--- src/timer8_pkg.sv ---
// Package of register addresses, field positions and constants for the 8-bit timer.
package timer8_pkg;

   // Register addresses on the register port.
   localparam logic [7:0] ADDR_MODE_CTRL = 8'hF3;
   localparam logic [7:0] ADDR_CMP_CAP = 8'hF4;
   localparam logic [7:0] ADDR_COUNT = 8'hF5;
   localparam logic [7:0] ADDR_IRQ_PEND = 8'hF6;

   // Reset values and other byte constants.
   localparam logic [7:0] MODE_CTRL_RST = 8'h00;
   localparam logic [7:0] CMP_CAP_RST = 8'hFF;
   localparam logic [7:0] COUNT_RST = 8'h00;
   localparam logic [7:0] ZERO8 = 8'h00;
   localparam logic [7:0] ONE8 = 8'h01;
   localparam logic [7:0] COUNT_MAX = 8'hFF;

   // Field positions of the mode control register.
   localparam int BIT_START = 0;
   localparam int BIT_MC_IE = 1;
   localparam int BIT_OVF_IE = 2;
   localparam int BIT_CLEAR = 3;
   localparam int MODE_LO = 4;
   localparam int CLKSEL_LO = 6;

   // Field positions of the pending register.
   localparam int PEND_MC = 0;
   localparam int PEND_OVF = 1;

   // Vector address of the overflow interrupt.
   localparam logic [7:0] OVF_VECTOR = 8'h00;

   // Operating modes.
   localparam logic [1:0] MODE_INTERVAL = 2'h0;
   localparam logic [1:0] MODE_CAP_RISE = 2'h1;
   localparam logic [1:0] MODE_CAP_FALL = 2'h2;
   localparam logic [1:0] MODE_PWM = 2'h3;

   // Counter clock selections.
   localparam logic [1:0] CLK_DIV1024 = 2'h0;
   localparam logic [1:0] CLK_DIV256 = 2'h1;
   localparam logic [1:0] CLK_DIV64 = 2'h2;
   localparam logic [1:0] CLK_EXT = 2'h3;

   // Prescaler taps: the divider wraps every 1024 cycles, taps mark 256 and 64.
   localparam int DIV_W = 10;
   localparam logic [9:0] DIV_LAST_1024 = 10'h3FF;
   localparam logic [7:0] DIV_LAST_256 = 8'hFF;
   localparam logic [5:0] DIV_LAST_64 = 6'h3F;

endpackage
--- src/timer8.sv ---
// 8-bit timer/counter with interval, capture and pulse-width modes.
// Function
// RQ1 - Three modes chosen by control field
// RQ2 - Clock: sys/1024, /256, /64 or external
// RQ3 - Overflow and match/capture pending until cleared
// RQ4 - Interval match toggles pin, interrupts, clears
// RQ5 - PWM match never clears; counter wraps
// RQ6 - PWM low when reference <= counter
// RQ7 - PWM period is 256 counter clocks
// RQ8 - Capture edge loads counter into reference
// RQ9 - Software routes capture pin through port; here capture_edge_input is wired straight to the core, with no routing
// RQ10 - Capture: overflow and capture interrupts each
// RQ11 - Reset clears control to zero
// RQ12 - Control bit 3 clears the counter
// RQ13 - Control bit 0 starts the counter
// RQ14 - Control bit 1 enables match interrupt
// RQ15 - Overflow interrupt vector is 00H
// RQ16 - Writing zero clears a pending bit
// RQ17 - Bits 3 and 0 together restart cleanly
// RQ18 - Control register at F3H, read/write
// RQ19 - Counter steps per active edge, holds stopped
`timescale 1ns/1ns
`default_nettype none

////////////////////////////////////////////////////////////////////////////////

// Three-stage synchroniser with a debounced level and edge pulses.
module pin_sync (
   input wire logic clk_sys,
   input wire logic rstn,
   input wire logic pin,
   output logic rise,
   output logic fall
);

   logic s1_r;
   logic s2_r;
   logic s3_r;
   logic level_r;

   // The pin passes three flip-flops; the first feeds only the second.
   always_ff @(posedge clk_sys or negedge rstn) begin
      if (!rstn) begin
         s1_r <= 1'b0;
         s2_r <= 1'b0;
         s3_r <= 1'b0;
      end else begin
         s1_r <= pin;
         s2_r <= s1_r;
         s3_r <= s2_r;
      end
   end

   // A change counts only once the second and third stages agree.
   always_ff @(posedge clk_sys or negedge rstn) begin
      if (!rstn) begin
         level_r <= 1'b0;
      end else if (s2_r == s3_r) begin
         level_r <= s3_r;
      end
   end

   // Each edge pulse lasts one cycle, until the held level catches up.
   assign rise = (s2_r == s3_r) && s3_r && !level_r;
   assign fall = (s2_r == s3_r) && !s3_r && level_r;

endmodule

////////////////////////////////////////////////////////////////////////////////

// Timer core with its register port.
module timer8
   import timer8_pkg::*;
(
   input wire logic clk_sys,
   input wire logic rstn,
   input wire logic [7:0] reg_addr,
   input wire logic [7:0] reg_wdata,
   input wire logic reg_wr,
   input wire logic reg_rd,
   output logic [7:0] reg_rdata,
   input wire logic external_count_clock,
   input wire logic capture_edge_input,
   output logic compare_toggle_output,
   output logic pulse_mod_output,
   output logic count_wrap_interrupt,
   output logic match_capture_interrupt,
   output logic [7:0] ovf_vector
);

   logic [7:0] ctrl_r;
   logic [7:0] cmp_r;
   logic [7:0] cnt_r;
   logic [1:0] pend_r;
   logic [DIV_W-1:0] div_r;
   logic toggle_r;
   logic pwm_r;
   logic [7:0] rdata_r;

   logic ext_rise;
   logic cap_rise;
   logic cap_fall;
   logic [1:0] mode;
   logic [1:0] clksel;
   logic running;
   logic tick;
   logic wr_ctrl;
   logic wr_cmp;
   logic wr_pend;
   logic clear_req;
   logic capture_mode;
   logic cap_edge;
   logic match_hit;
   logic match_ev;
   logic wrap_ev;
   logic cap_ev;

   ////////////////////////////////////////////////////////////////////////////

   // External clock and capture pins come from outside the clock domain.
   pin_sync ext_sync (
      .clk_sys(clk_sys),
      .rstn(rstn),
      .pin(external_count_clock),
      .rise(ext_rise),
      .fall()
   );

   pin_sync cap_sync (
      .clk_sys(clk_sys),
      .rstn(rstn),
      .pin(capture_edge_input),
      .rise(cap_rise),
      .fall(cap_fall)
   );

   ////////////////////////////////////////////////////////////////////////////

   // Register port decode; a write lands on the same edge as its strobe.
   // The count address takes no writes; the counter is read-only here.
   assign wr_ctrl = reg_wr && (reg_addr == ADDR_MODE_CTRL); // RQ18
   assign wr_cmp = reg_wr && (reg_addr == ADDR_CMP_CAP);
   assign wr_pend = reg_wr && (reg_addr == ADDR_IRQ_PEND);
   assign clear_req = wr_ctrl && reg_wdata[BIT_CLEAR]; // RQ12

   // Control fields as currently stored.
   assign mode = ctrl_r[MODE_LO +: 2]; // RQ1
   assign clksel = ctrl_r[CLKSEL_LO +: 2];
   assign running = ctrl_r[BIT_START]; // RQ13
   assign capture_mode = (mode == MODE_CAP_RISE) || (mode == MODE_CAP_FALL);

   // Control register; the clear bit is a command and is never stored.
   // Every other bit reads back exactly as it was written.
   always_ff @(posedge clk_sys or negedge rstn) begin
      if (!rstn) begin
         ctrl_r <= MODE_CTRL_RST; // RQ11
      end else if (wr_ctrl) begin
         ctrl_r <= reg_wdata & ~(ONE8 << BIT_CLEAR); // RQ18
      end
   end

   ////////////////////////////////////////////////////////////////////////////

   // Free-running prescaler; the taps give one-cycle enables at each rate.
   always_ff @(posedge clk_sys or negedge rstn) begin
      if (!rstn) begin
         div_r <= '0;
      end else begin
         div_r <= div_r + 1'b1;
      end
   end

   // Select the counter clock enable.
   // The divider is never cleared, so the first step after a start may come early.
   always_comb begin
      case (clksel) // RQ2
         CLK_DIV1024: tick = (div_r == DIV_LAST_1024);
         CLK_DIV256: tick = (div_r[7:0] == DIV_LAST_256);
         CLK_DIV64: tick = (div_r[5:0] == DIV_LAST_64);
         CLK_EXT: tick = ext_rise;
         default: tick = 1'b0;
      endcase
   end

   ////////////////////////////////////////////////////////////////////////////

   // Events of the counting logic.
   // A clear command in the same cycle suppresses the match and wrap events, but not a capture.
   assign match_hit = (cnt_r == cmp_r);
   assign match_ev = running && tick && match_hit && !capture_mode && !clear_req; // RQ4
   assign wrap_ev = running && tick && (cnt_r == COUNT_MAX) && !clear_req
                    && !((mode == MODE_INTERVAL) && match_hit);
   assign cap_edge = (mode == MODE_CAP_RISE) ? cap_rise : cap_fall; // RQ8
   assign cap_ev = capture_mode && cap_edge;

   // The counter steps on each enable while started and holds when stopped.
   always_ff @(posedge clk_sys or negedge rstn) begin
      if (!rstn) begin
         cnt_r <= COUNT_RST;
      end else if (clear_req) begin
         cnt_r <= ZERO8; // RQ12
      end else if (running && tick) begin // RQ19
         if ((mode == MODE_INTERVAL) && match_hit) begin
            cnt_r <= ZERO8; // RQ4
         end else begin
            cnt_r <= cnt_r + ONE8; // RQ5
         end
      end
   end

   // Reference value: software writes it and a capture edge loads it.
   // A capture edge wins over a software write that lands in the same cycle.
   always_ff @(posedge clk_sys or negedge rstn) begin
      if (!rstn) begin
         cmp_r <= CMP_CAP_RST;
      end else if (cap_ev) begin
         cmp_r <= cnt_r; // RQ8
      end else if (wr_cmp) begin
         cmp_r <= reg_wdata;
      end
   end

   ////////////////////////////////////////////////////////////////////////////

   // Pending flags: hardware set wins over a software clear in one cycle.
   // The clear command empties both flags unless an event sets them at once.
   always_ff @(posedge clk_sys or negedge rstn) begin
      if (!rstn) begin
         pend_r <= 2'b00;
      end else begin
         if (match_ev || cap_ev) begin
            pend_r[PEND_MC] <= 1'b1; // RQ3 RQ10
         end else if (clear_req) begin
            pend_r[PEND_MC] <= 1'b0; // RQ17
         end else if (wr_pend && !reg_wdata[PEND_MC]) begin
            pend_r[PEND_MC] <= 1'b0; // RQ16
         end
         if (wrap_ev) begin
            pend_r[PEND_OVF] <= 1'b1; // RQ3 RQ10
         end else if (clear_req) begin
            pend_r[PEND_OVF] <= 1'b0; // RQ17
         end else if (wr_pend && !reg_wdata[PEND_OVF]) begin
            pend_r[PEND_OVF] <= 1'b0; // RQ16
         end
      end
   end

   // Requests are pending flags gated by their enables.
   // Dropping an enable hides the request but leaves the flag pending.
   assign match_capture_interrupt = pend_r[PEND_MC] && ctrl_r[BIT_MC_IE]; // RQ14
   assign count_wrap_interrupt = pend_r[PEND_OVF] && ctrl_r[BIT_OVF_IE]; // RQ3
   assign ovf_vector = OVF_VECTOR; // RQ15

   ////////////////////////////////////////////////////////////////////////////

   // Interval output flips on every match.
   // The pin keeps its level when the mode leaves interval timing.
   always_ff @(posedge clk_sys or negedge rstn) begin
      if (!rstn) begin
         toggle_r <= 1'b0;
      end else if (match_ev && (mode == MODE_INTERVAL)) begin
         toggle_r <= ~toggle_r; // RQ4
      end
   end

   // Pulse output follows the comparison; one period spans 256 counts.
   // The compare sees the count before its step, so the pin lags by one cycle.
   always_ff @(posedge clk_sys or negedge rstn) begin
      if (!rstn) begin
         pwm_r <= 1'b0;
      end else if (mode == MODE_PWM) begin
         pwm_r <= (cmp_r > cnt_r); // RQ6 RQ7
      end else begin
         pwm_r <= 1'b0;
      end
   end

   // Both output pins come straight from flip-flops.
   assign compare_toggle_output = toggle_r;
   assign pulse_mod_output = pwm_r;

   ////////////////////////////////////////////////////////////////////////////

   // Read data is registered one cycle after the read strobe.
   // Unmapped addresses read as zero rather than holding stale data.
   always_ff @(posedge clk_sys or negedge rstn) begin
      if (!rstn) begin
         rdata_r <= ZERO8;
      end else if (reg_rd) begin
         case (reg_addr)
            ADDR_MODE_CTRL: rdata_r <= ctrl_r; // RQ18
            ADDR_CMP_CAP: rdata_r <= cmp_r;
            ADDR_COUNT: rdata_r <= cnt_r;
            ADDR_IRQ_PEND: rdata_r <= {6'h00, pend_r};
            default: rdata_r <= ZERO8;
         endcase
      end
   end

   assign reg_rdata = rdata_r;

endmodule

`default_nettype wire

--- config.mk ---
export PLATFORM = sky130hd
export DESIGN_NAME = timer8
export DESIGN_NICKNAME = d
export VERILOG_FILES = /design/src/timer8_pkg.sv /design/src/timer8.sv
export SDC_FILE = /design/constraint.sdc
export NUM_CORES = 1
export LEC_CHECK = 0
export CAP_MARGIN = 0
export CORE_MARGIN = 1.5
export CORE_UTILIZATION = 48
export DETAILED_ROUTE_END_ITERATION = 7
export DONT_BUFFER_PORTS = 1
export GPL_ROUTABILITY_DRIVEN = 0
export SLEW_MARGIN = 10
export SYNTH_ARGS = -nofsm -noshare
export SYNTH_HDL_FRONTEND = slang
export SYNTH_SLANG_ARGS = --single-unit
--- constraint.sdc ---
create_clock -name clk_sys -period 3.2 [get_ports clk_sys]
set_input_delay 0.64 -clock clk_sys [delete_from_list [all_inputs] [get_ports clk_sys]]
set_output_delay 0.64 -clock clk_sys [all_outputs]
set_load 0.1 [all_outputs]
==> metrics.md <==
| Metric | Value |
|---|---|
| Outcome | completed |
| Ys flop type | dfrtp_1 |
| CP Data Required Time | 3.40 ns |
| Share of cells above drive strength 1 | 12.8% |
| Initial Utilization | 49.4% |
| Hold_buf cts | 0 |
| DR WL/cell | 17.2 µm |
| Initial antenna violation count | 0 |
| Congestion Overflow GR | 0 |
| Switching Power | 0.412 mW |
| Die height | 80.6 µm |
| Seq/Total Area, Yosys | 46.2% |
| Initial DRT Pass Iterations | 4 |
| Worst reg2reg path depth | 6 |
| Crit path kind | reg -> reg |
| Max Clock Freq | 409 MHz |
| Synthesized area | 2890 µm² |
| Largest net degree at the start of global routing | 54 |
| Worst hold path class | in -> async |
| Most common cell after layout, fill and taps aside | dfrtp_1 |
| Worst-Margin Slew | 1.07 ns |
| Post-CTS setup buffer count | 0 |
| RSZ-0062 raised after global routing | false |
| H-tree Lvls | 2 |
| TritonCTS clock tree | yes |
| FF+latch count, synth | 53 |
| Fin util | 51.7% |
| Launch point of the worst reg-to-reg path | div_r[0] |
| Max Cap Violations | 0 |
| Post-DP HPWL | 4410 µm |
| Final ANT Viol Nets | 0 |
| Fin cells | 349 |
| Post-placement cell count | 340 |
| Maximum VDD drop | 0.000281 V |
| Vias per cell | 5.79 |
| R2r endpoint | cnt_r[7] |
| Area grow syn2layout | 4.59% |
| Total internal power | 1.08 mW |
| Count of cell types in the netlist | 48 |
| Worst-path clk slew | 0.10 ns |
| Clock buffer depth | 2 |
| Fin crit period | 2.45 ns |
| CTS Buf Count | 5 |
| # DRC | 0 |
| Inserted Diodes | 0 |
| Setup tns final | 0 ns |
| Final Hold Fails | 0 |
| Row count | 28 |
| Relative slew slack | 28.3% |
| Fin Clk Skew | 0.00933 ns |
| First-pass GRT wire length | 10000 µm |
| 1st-iter DRT viols | 97 |
| Post-layout nets | 311 |
| Max Slew Vio Count | 0 |
| Port bufs | 0 |
| Worst setup path end | cnt_r[7] |
| Total power | 1.49 mW |
| Register share of total power | 53.8% |
| Fin crit share | 76.5% |
| Beginning of the critical path | div_r[0] |
| All-Layer GR Usage | 20.4% |
| Yosys warns | 0 |
| Root buffer cell | clkbuf_8 |
| Clock sinks | 53 |
| Most frequent cells in the layout | dfrtp_1 (45), inv_1 (21), nand2_1 (20) |
| # fillers | 532 |
| Sw frac | 27.7% |
| Post-Synthesis Cells | 276 |
| Routed vias | 2019 |
| Combinational power share | 16.4% |
| Number of synthesized flops with an enable pin | 0 |
| Critical Path, Cell by Cell | ha_1 > nand3_2 > nor4_1 > o211ai_1 > or3_4 > o41ai_2 |
| Max incr delay on CP | 0.56 ns |
| Critical Path Fanout Max | 15 |
| Vias in the first global route | 2014 |
| Worst-Skew Late Latency | 0.30 ns |
| Startpoint Class | register |
| R2r setup slk | 0.75 ns |
| Die ar. | 6500 µm² |
| Crit-path slowest cell | or3_4 |
| Async SR Flop Fraction | 100% |
| Crit path DAT | 2.65 ns |
| Core Region | 5850 µm² |
| Clock power frac | 29.8% |
| Top-level I/O count | 42 |
| Static leakage | 1.39 nW |
| Number of gates resized after cts | 0 |
| Syn avg cell area | 10.5 µm² |
| Routed WL | 6010 µm |
| Setup violation total in the final timing report | 0 |
| Crit end category | register |
| Die width | 80.6 µm |
| Power per cell area | 493 nW/µm² |
[logic make-up (layout without fill, tap and decap cells)]
| kind of cell | count (synthesis) | count (layout) | share of synthesized area [%] |
|---|---|---|---|
| simple gates | 76 | 76 | 14.8 |
| compound gates | 63 | 63 | 15.8 |
| flops | 53 | 53 | 46.2 |
| buf+inv | 39 | 30 | 6.36 |
| mux | 18 | 18 | 6.62 |
| fa+ha+maj | 16 | 16 | 6.93 |
| xor+xnor | 10 | 10 | 3.03 |
| other cells | 1 | 8 | 0.130 |
[registers in the layout (all words and copies together) (netlist names), 2 cells and up]
| name | count |
|---|---|
| reg_rdata | 8 |
| pend_r | 2 |
| div_r | 10 |
| ctrl_r | 7 |
| cmp_r | 8 |
| cnt_r | 8 |
[worst min path at each step]
stage / cells after the start / start / end
2_1_floorplan: 0 / cap_sync.s1_r / cap_sync.s2_r
3_3_place_gp: 0 / ext_sync.s1_r / ext_sync.s2_r
3_5_place_dp: 0 / ext_sync.s1_r / ext_sync.s2_r
4_1_cts: 0 / rstn / ext_sync.s2_r
5_1_grt: 0 / rstn / cnt_r[2]
6_report: 0 / rstn / reg_rdata[6]
[per-stage QoR]
stage / cell area (µm²) / hold slack, ns / setup slack (ns)
finish: 3020 / 0.0236 / 0.753
global route: 3020 / 0.00450 / 0.571
detailed placement: 2910 / 0.339 / 0.781
global placement: 2910 / 0.337 / 0.841
floorplan: 2920 / 0.331 / 1.16
CTS: 3010 / 0.00901 / 0.745
[cells in the mapped netlist, types with 4 or more instances]
library cell,instances,share of area (%)
a22o_1,6,1.8
buf_4,9,2.3
dfrtp_1,45,39
clkbuf_1,6,0.78
mux2i_1,9,3.1
o21ai_0,14,2.4
nand2_1,20,2.6
ha_1,16,6.9
xor2_1,7,2.1
o211ai_1,4,1.0
o22ai_1,8,1.7
and2_1,5,1.1
a21oi_1,5,0.87
nand3_1,9,1.6
dfstp_2,8,7.3
inv_1,21,2.7
and3_1,10,2.2
a22oi_1,6,1.6
a32o_1,4,1.4
nor2_1,8,1.0
nor2b_1,5,1.1
mux2_2,9,3.5
[power groups by stage]
stage / Clock, mW / Sequential, mW / Combinational, mW
detailed placement: 0 / 0.814 / 0.237
global route: 0.488 / 0.810 / 0.280
finish: 0.445 / 0.802 / 0.244
global placement: 0 / 0.812 / 0.232
floorplan: 0 / 0.792 / 0.213
CTS: 0.461 / 0.801 / 0.240
[critical path: cells and delay by family, from the launching register on]
family,cells,cell delay [ns]
fa+ha+maj,1,0.21
compound gates,2,0.71
simple gates,3,1.03
flops,1,0.39
[layout make-up]
| cell class | instances | area, µm² | share of cell area (%) |
|---|---|---|---|
| Tap cell | 75 | 93.8 | 3.10 |
| Sequential cell | 53 | 1340 | 44.2 |
| Multi-Input combinational cell | 191 | 1400 | 46.2 |
| Clock inverter | 2 | 35.0 | 1.16 |
| Inverter | 21 | 78.8 | 2.61 |
| Clock buffer | 6 | 72.6 | 2.40 |
| Timing Repair Buffer | 1 | 10.0 | 0.331 |
[metal layers]
| layer | up-vias | global-route usage (%) | routed length (µm) |
|---|---|---|---|
| met4 | 0 | 7.93 | 76 |
| li1 | 967 | - | - |
| met3 | 6 | 3.86 | 325 |
| met5 | - | 0 | 0 |
| met1 | 995 | 28.3 | 2870 |
| met2 | 51 | 31.5 | 2740 |
Note: power is estimated with default switching activity, not from simulation.
